[config.mk]
export PLATFORM = sky130hd
export DESIGN_NAME = sac_device_flat
export DESIGN_NICKNAME = d
export VERILOG_FILES = /design/src/common/sac_pkg.sv /design/src/common/sac_if.sv /design/src/verilog/sac_device.sv /design/src/flat_wrapper.sv
export SDC_FILE = /design/constraint.sdc
export NUM_CORES = 1
export LEC_CHECK = 0
export BUFFER_PORTS_ARGS = -buffer_cell sky130_fd_sc_hd__buf_2
export CAP_MARGIN = 10
export CORE_UTILIZATION = 55
export CTS_CLUSTER_SIZE = 8
export DETAILED_ROUTE_END_ITERATION = 10
export GPL_TIMING_DRIVEN = 0
export PLACE_DENSITY = 0.75
export RECOVER_POWER = 25
export SLEW_MARGIN = 20
export SYNTH_ARGS = -nofsm -noshare
export SYNTH_HDL_FRONTEND = slang
export SYNTH_SLANG_ARGS = --single-unit
[constraint.sdc]
create_clock -name sys_clk -period 5 [get_ports sys_clk]
set_clock_uncertainty 0.15 [all_clocks]
set_input_delay 0.5 -clock sys_clk [delete_from_list [all_inputs] [get_ports sys_clk]]
set_output_delay 0.5 -clock sys_clk [all_outputs]
set_load 0.02 [all_outputs]
[src/common/sac_pkg.sv]
// Purpose: Shared constants and types for the sampling converter control ends
// Assumes: sys_clk at 50 MHz
// Notes:   Times kept in their own unit, cycle counts derived from them
package sac_pkg;
   localparam int unsigned CLK_MHZ          = 50;
   localparam int unsigned CONV_TIME_NS     = 6000;
   localparam int unsigned ACQ_TIME_NS      = 2000;
   localparam int unsigned WAKE_TIME_US     = 3000;
   localparam int unsigned NAP_WAKE_NS      = 620;
   localparam int unsigned CONV_CYCLES      = (CONV_TIME_NS * CLK_MHZ) / 1000;
   localparam int unsigned ACQ_CYCLES       = (ACQ_TIME_NS * CLK_MHZ + 999) / 1000;
   localparam int unsigned WAKE_CYCLES      = WAKE_TIME_US * CLK_MHZ;
   localparam int unsigned NAP_WAKE_CYCLES  = (NAP_WAKE_NS * CLK_MHZ) / 1000;
   localparam int unsigned RESULT_W         = 12;
   localparam int unsigned BYTE_W           = 8;
   localparam int unsigned CNT_W            = 24;
   localparam logic [11:0] RESULT_RST       = 12'h000;
   localparam logic [11:0] SIGN_FLIP        = 12'h800;
   localparam logic [2:0]  SYNC_RST         = 3'h7;

   typedef enum logic [1:0] {
      SAC_IDLE = 2'b00,
      SAC_CONV = 2'b01,
      SAC_WAKE = 2'b10,
      SAC_NAP  = 2'b11
   } sac_state_t;

   typedef enum logic [1:0] {
      SAC_MODE_ALWAYS = 2'b00,
      SAC_MODE_STROBE = 2'b01,
      SAC_MODE_SLOW   = 2'b10,
      SAC_MODE_ROM    = 2'b11
   } sac_mode_t;
endpackage

[src/common/sac_if.sv]
// Purpose: Pin bundle between converter and bus host
// Assumes: Host drives control pins, converter drives data and status
// Notes:   Data bus not resolved from data_oe; the host samples data_out directly
`timescale 1ns/1ps
interface sac_if;
   logic        cs_n;
   logic        rd_n;
   logic        convert_start_n;
   logic        high_byte_select;
   logic        sleep_n;
   logic        nap_n;
   logic [11:0] data_out;
   logic        data_oe;
   logic        busy_n;
   logic        reference_ready_flag;

   modport dev (
      input  cs_n, rd_n, convert_start_n, high_byte_select, sleep_n, nap_n,
      output data_out, data_oe, busy_n, reference_ready_flag
   );
   modport host (
      output cs_n, rd_n, convert_start_n, high_byte_select, sleep_n, nap_n,
      input  data_out, data_oe, busy_n, reference_ready_flag
   );
endinterface

[src/verilog/sac_device.sv]
// Purpose: Converter end: start, busy, result latch, read drive, power states
// Assumes: Pins from the host are asynchronous and pass three flip-flops
// Notes:   The analog result arrives on sample_in and is taken at conversion end
`timescale 1ns/1ps
module sac_device #(
   parameter int unsigned WAKE_CYCLES = sac_pkg::WAKE_CYCLES
) (
   // Clock and reset
   input  wire logic        sys_clk,
   input  wire logic        rst_b,
   // Pins
   sac_if.dev               pins,
   // User side
   input  wire logic        byte_wide,
   input  wire logic        bipolar,
   input  wire logic [11:0] sample_in,
   output logic             comparator_on_ff,
   output logic             conv_done_ff
);
   logic [2:0]          cs_sync_ff;
   logic [2:0]          rd_sync_ff;
   logic [2:0]          cv_sync_ff;
   logic [2:0]          sl_sync_ff;
   logic [2:0]          np_sync_ff;
   logic [2:0]          hb_sync_ff;
   logic                cs_n_ff;
   logic                rd_n_ff;
   logic                cv_n_ff;
   logic                sl_n_ff;
   logic                np_n_ff;
   logic                hb_ff;
   logic                cv_prev_ff;
   logic                sl_prev_ff;
   sac_pkg::sac_state_t state_ff;
   logic [sac_pkg::CNT_W-1:0] cnt_ff;
   logic [11:0]         result_ff;
   logic                busy_n_ff;
   logic                ready_ff;
   logic                data_oe_ff;
   logic [11:0]         data_out_ff;
   logic                start_req;
   logic [11:0]         coded;

   // Two later stages agree before a change counts
   function automatic logic filt(input logic [2:0] s, input logic cur);
      filt = (s[2] == s[1]) ? s[1] : cur;
   endfunction

   always_ff @(posedge sys_clk or negedge rst_b) begin
      if (!rst_b) begin
         cs_sync_ff <= sac_pkg::SYNC_RST;
         rd_sync_ff <= sac_pkg::SYNC_RST;
         cv_sync_ff <= sac_pkg::SYNC_RST;
         sl_sync_ff <= sac_pkg::SYNC_RST;
         np_sync_ff <= sac_pkg::SYNC_RST;
         hb_sync_ff <= 3'h0;
         cs_n_ff    <= 1'b1;
         rd_n_ff    <= 1'b1;
         cv_n_ff    <= 1'b1;
         sl_n_ff    <= 1'b1;
         np_n_ff    <= 1'b1;
         hb_ff      <= 1'b0;
      end else begin
         cs_sync_ff <= {cs_sync_ff[1:0], pins.cs_n};
         rd_sync_ff <= {rd_sync_ff[1:0], pins.rd_n};
         cv_sync_ff <= {cv_sync_ff[1:0], pins.convert_start_n};
         sl_sync_ff <= {sl_sync_ff[1:0], pins.sleep_n};
         np_sync_ff <= {np_sync_ff[1:0], pins.nap_n};
         hb_sync_ff <= {hb_sync_ff[1:0], pins.high_byte_select};
         cs_n_ff    <= filt(cs_sync_ff, cs_n_ff);
         rd_n_ff    <= filt(rd_sync_ff, rd_n_ff);
         cv_n_ff    <= filt(cv_sync_ff, cv_n_ff);
         sl_n_ff    <= filt(sl_sync_ff, sl_n_ff);
         np_n_ff    <= filt(np_sync_ff, np_n_ff);
         hb_ff      <= filt(hb_sync_ff, hb_ff);
      end
   end

   always_ff @(posedge sys_clk or negedge rst_b) begin
      if (!rst_b) begin
         cv_prev_ff <= 1'b1;
         sl_prev_ff <= 1'b1;
      end else begin
         cv_prev_ff <= cv_n_ff;
         sl_prev_ff <= sl_n_ff;
      end
   end

   // Falling start edge qualified by select; low and high pulses both fall
   assign start_req = cv_prev_ff && !cv_n_ff && !cs_n_ff;

   always_ff @(posedge sys_clk or negedge rst_b) begin
      if (!rst_b) begin
         state_ff  <= sac_pkg::SAC_IDLE;
         cnt_ff    <= '0;
         busy_n_ff <= 1'b1;
         ready_ff  <= 1'b1;
      end else begin
         case (state_ff)
            sac_pkg::SAC_IDLE: begin
               if (!sl_n_ff) begin
                  ready_ff <= 1'b0;
                  state_ff <= sac_pkg::SAC_WAKE;
                  cnt_ff   <= '0;
               end else if (!np_n_ff && byte_wide) begin
                  state_ff <= sac_pkg::SAC_NAP;
               end else if (start_req && ready_ff) begin
                  busy_n_ff <= 1'b0;
                  state_ff  <= sac_pkg::SAC_CONV;
                  cnt_ff    <= '0;
               end
            end
            sac_pkg::SAC_CONV: begin
               // Further start edges have no path here
               if (cnt_ff == sac_pkg::CNT_W'(sac_pkg::CONV_CYCLES - 1)) begin
                  busy_n_ff <= 1'b1;
                  state_ff  <= sac_pkg::SAC_IDLE;
               end else begin
                  cnt_ff <= cnt_ff + 1'b1;
               end
            end
            sac_pkg::SAC_WAKE: begin
               if (!sl_n_ff) begin
                  cnt_ff <= '0;
               end else if (cnt_ff == sac_pkg::CNT_W'(WAKE_CYCLES - 1)) begin
                  ready_ff <= 1'b1;
                  state_ff <= sac_pkg::SAC_IDLE;
               end else begin
                  cnt_ff <= cnt_ff + 1'b1;
               end
            end
            sac_pkg::SAC_NAP: begin
               if (!sl_n_ff) begin
                  ready_ff <= 1'b0;
                  state_ff <= sac_pkg::SAC_WAKE;
                  cnt_ff   <= '0;
               end else if (np_n_ff) begin
                  state_ff <= sac_pkg::SAC_IDLE;
               end
            end
            default: begin
               state_ff <= sac_pkg::SAC_IDLE;
            end
         endcase
      end
   end

   // Comparator powered outside sleep and nap, including during the wake count
   always_ff @(posedge sys_clk or negedge rst_b) begin
      if (!rst_b) begin
         comparator_on_ff <= 1'b1;
      end else begin
         comparator_on_ff <= sl_n_ff && (np_n_ff || !byte_wide)
                             && state_ff != sac_pkg::SAC_NAP;
      end
   end

   // Bipolar coding differs by variant; unipolar is straight binary
   always_comb begin
      coded = sample_in;
      if (bipolar && byte_wide) begin
         coded = sample_in ^ sac_pkg::SIGN_FLIP;
      end
   end

   always_ff @(posedge sys_clk or negedge rst_b) begin
      if (!rst_b) begin
         result_ff    <= sac_pkg::RESULT_RST;
         conv_done_ff <= 1'b0;
      end else begin
         conv_done_ff <= 1'b0;
         if (state_ff == sac_pkg::SAC_CONV
             && cnt_ff == sac_pkg::CNT_W'(sac_pkg::CONV_CYCLES - 1)) begin
            result_ff    <= coded;
            conv_done_ff <= 1'b1;
         end
      end
   end

   // Drive only with select and read low; old result until the latch loads
   always_ff @(posedge sys_clk or negedge rst_b) begin
      if (!rst_b) begin
         data_oe_ff  <= 1'b0;
         data_out_ff <= 12'h000;
      end else begin
         data_oe_ff <= !cs_n_ff && !rd_n_ff;
         if (byte_wide) begin
            data_out_ff <= hb_ff ? {8'h00, result_ff[11:8]} :
                           {4'h0, result_ff[7:0]};
         end else begin
            data_out_ff <= result_ff;
         end
      end
   end

   assign pins.data_out             = data_out_ff;
   assign pins.data_oe              = data_oe_ff;
   assign pins.busy_n               = busy_n_ff;
   assign pins.reference_ready_flag = ready_ff;
endmodule

[src/flat_wrapper.sv]
// flat-port wrapper written by rule: the top's interface ports become plain ports
module sac_device_flat 
#(
   parameter int unsigned WAKE_CYCLES = sac_pkg::WAKE_CYCLES
)
  (sys_clk, rst_b, byte_wide, bipolar, sample_in, comparator_on_ff, conv_done_ff, pins_cs_n, pins_rd_n, pins_convert_start_n, pins_high_byte_select, pins_sleep_n, pins_nap_n, pins_data_out, pins_data_oe, pins_busy_n, pins_reference_ready_flag);
  sac_if pins_i ();
  input  wire logic sys_clk;
  input  wire logic rst_b;
  input  wire logic byte_wide;
  input  wire logic bipolar;
  input  wire logic [11:0] sample_in;
  output logic comparator_on_ff;
  output logic conv_done_ff;
  input wire logic [$bits(pins_i.cs_n)-1:0] pins_cs_n;
  input wire logic [$bits(pins_i.rd_n)-1:0] pins_rd_n;
  input wire logic [$bits(pins_i.convert_start_n)-1:0] pins_convert_start_n;
  input wire logic [$bits(pins_i.high_byte_select)-1:0] pins_high_byte_select;
  input wire logic [$bits(pins_i.sleep_n)-1:0] pins_sleep_n;
  input wire logic [$bits(pins_i.nap_n)-1:0] pins_nap_n;
  output wire logic [$bits(pins_i.data_out)-1:0] pins_data_out;
  output wire logic [$bits(pins_i.data_oe)-1:0] pins_data_oe;
  output wire logic [$bits(pins_i.busy_n)-1:0] pins_busy_n;
  output wire logic [$bits(pins_i.reference_ready_flag)-1:0] pins_reference_ready_flag;
  assign pins_i.cs_n = pins_cs_n;
  assign pins_i.rd_n = pins_rd_n;
  assign pins_i.convert_start_n = pins_convert_start_n;
  assign pins_i.high_byte_select = pins_high_byte_select;
  assign pins_i.sleep_n = pins_sleep_n;
  assign pins_i.nap_n = pins_nap_n;
  assign pins_data_out = pins_i.data_out;
  assign pins_data_oe = pins_i.data_oe;
  assign pins_busy_n = pins_i.busy_n;
  assign pins_reference_ready_flag = pins_i.reference_ready_flag;
  sac_device #(.WAKE_CYCLES(WAKE_CYCLES)) u_core (.sys_clk(sys_clk), .rst_b(rst_b), .pins(pins_i), .byte_wide(byte_wide), .bipolar(bipolar), .sample_in(sample_in), .comparator_on_ff(comparator_on_ff), .conv_done_ff(conv_done_ff));
endmodule
==> results.tsv <==
metric	value	unit
reg2regPathDepth	8	
avgRoutedWirePerCell	17.0	µm
synth_ff_type	dfrtp_1	
cp_top_family	buffers and inverters	
async_flop_share	100	%
multi_input_area	1520	µm²
critical_path.max_stage_delay	1470	ps
cts_tree	built	
yosys_warnings	0	
via_per_inst	6.00	
setup_viol_count_final	0	
drc	2	
leakage	0.00191	µW
wl	7390	µm
ys_ff_latch	80	
rsz0062_at_grt	no	
synth_compound_area_share	16.5	%
core-area	6420	µm²
final_max_slew_viol_count	39	
crit_path_top_delay_cell	clkbuf_1	
met2_length	3490	µm
final_nets	380	
die_w	84.1	µm
synth_edf_count	0	
portBuffers	38	
cts_buffers	9	
io_pins	39	
top_layer	met4	
min_path_cells	1	
fill_cells	498	
final-seq-area	2030	µm²
holdBufCountCts	1	
syn-instance-count	301	
wl_met3	448	µm
clkTransAtPathRegs	80	ps
status	complete, but fails checks	
fmax	384	MHz
finalSetupTns	0	ps
die_area	7070	µm²
grt_max_degree	43	
yosysSeqAreaShare	54.9	%
synthTopCellsByArea	dfrtp_1 38%, dfstp_2 17%, o31ai_1 3.9%, mux2_4 3.6%, mux2_2 2.1%	
layout_commonest_cell	dfrtp_1	
stdcell_count	434	
grt_overflow	0	
dp_hpwl	5070	µm
synth_mux_area_share	6.32	%
num_rows	29	
start_util	57.7	%
track_usage	23.5	%
drt_pass1_iterations	7	
grt_pass1_vias	2683	
fin_util	66.1	%
postCtsSetupRepairBufs	0	
synthAdderAreaFrac	3.65	%
cts_buffer_depth	2	
hold_violations	0	
ant_nets	0	
vias	2606	
critical_path_class	in2async	
syn_area	3700	µm²
cp_cell_sequence	dlygate4sd3_1 > clkbuf_1	
cellPowerDensity	320	nW/µm²
period_minus_slack	2600	ps
place_congestion	0.840	
dpl.cell_count	417	
synthDistinctLibCells	54	
die_h	84.1	µm
wl_met1	3310	µm
pre_cts_slack	2510	ps
num_antenna_cells	0	
maxSlewHeadroom	-37.5	%
synth_top_area_share	37.8	%
finalPower	1360	µW
post_cts_resized	0	
post_route_cells_drive_above_1_share	33.6	%
post-route-period-util	52.1	%
layout_common_cells	56 x dfrtp_1, 39 x buf_2, 19 x o31ai_1, 19 x dfstp_2, 18 x nand2_1	
cts_sinks	80	
clkLatencyLatePin	350	ps
path_depth	2	
critPathMaxFanout	39	
hp-class	in2reg	
cp.required	4900	ps
yosys.area_share.simple	14.3	%
synth_top_family_by_area	compound AO/OA/AOI/OAI gates	
antenna_found_initial	0	
synth_nets	329	
avgSynthCellArea	12.3	µm²
fin_ws	2400	ps
cts_root_buf	clkbuf_8	
max-vdd-ir-drop	0.269	mV
crit_arrival	2510	ps
areaGrowthSynthToFinish	14.6	%
worst_pin_slew	2060	ps
maxCapViolCount	1	
critPathLaunchType	input pin	
grt_pass1_wl	12800	µm
synth_top_area_cell	dfrtp_1	
path_buf_inv	2	
synth-xor-area-share	0.236	%
violations	design-rule violations, max-capacitance violations, max-slew violations	
endpoint_kind	asynchronous set/reset pin	
first_iter_violations	181	
htree_levels	3	
-- state kept, by name (all words and copies together) (netlist names), 2 cells and up --
name	flops
u_core.result_ff	12
u_core.cv_sync_ff	3
u_core.rd_sync_ff	3
u_core.sl_sync_ff	3
u_core.np_sync_ff	3
u_core.pins.data_out	12
u_core.cs_sync_ff	3
u_core.cnt_ff	24
u_core.state_ff	2
u_core.hb_sync_ff	3
-- where the power goes --
group          switching (µW)  leakage (µW)  internal, µW
clock network             238      0.000113           297
logic                    70.0      0.000828          50.7
registers                16.4      0.000965           685
-- cell families (layout without fill, tap and decap cells) --
kind of cell / Yosys count / after routing
AND/OR/NAND/NOR: 88 / 88
XOR/XNOR: 1 / 1
AO/OA/AOI/OAI: 78 / 78
flip-flops: 80 / 80
multiplexers: 18 / 18
buffers and inverters: 24 / 80
adder cells (fa/ha/maj): 12 / 12
-- worst paths after layout --
check	startpoint	end	slack, ps
worst max-delay path	rst_b	u_core.pins.data_out[11]$_DFF_PN0_	2400
worst min-delay path	pins_nap_n	u_core.np_sync_ff[0]$_DFF_PN1_	90
worst max register to register	u_core.state_ff[0]$_DFFE_PN0P_	u_core.cnt_ff[6]$_DFFE_PN0P_	2490
worst min register to register	u_core.np_sync_ff[0]$_DFF_PN1_	u_core.np_sync_ff[1]$_DFF_PN1_	210
max in group sys_clk	u_core.state_ff[0]$_DFFE_PN0P_	u_core.cnt_ff[6]$_DFFE_PN0P_	2490
min in group asynchronous	rst_b	u_core.cnt_ff[20]$_DFFE_PN0P_	1130
-- per-stage QoR --
stage,hold WS [ps],instance area (µm²)
after global placement,185,3990
after floorplan,54.4,3700
after global routing,66.7,4250
final,89.7,4250
after CTS,75.4,4250
after detailed placement,187,4010
-- per-layer routing --
layer	global-route usage, %	up-vias
met5	0	-
met4	10.8	0
met3	6.03	14
met2	35.9	91
met1	31.7	1281
li1	-	1220
-- final cells by class --
| cell class | count | area share, % |
|---|---|---|
| Buffer | 13 | 2.65 |
| Clock inverter | 6 | 2.12 |
| Inverter | 11 | 0.973 |
| Clock buffer | 10 | 3.24 |
| Multi-Input combinational cell | 197 | 35.7 |
| Tap cell | 77 | 2.27 |
| Timing Repair Buffer | 40 | 5.16 |
| Sequential cell | 80 | 47.9 |
-- cells in the mapped netlist, types with 7 or more instances --
master / number
dfrtp_1: 56
dfstp_2: 24
o31ai_1: 19
nand2_1: 18
nand3_1: 15
o21ai_0: 13
a21oi_1: 11
inv_1: 11
nor2_1: 11
mux2_4: 9
and2_1: 7
mux2_2: 7
No activity file was read; power rests on OpenSTA's default activity.
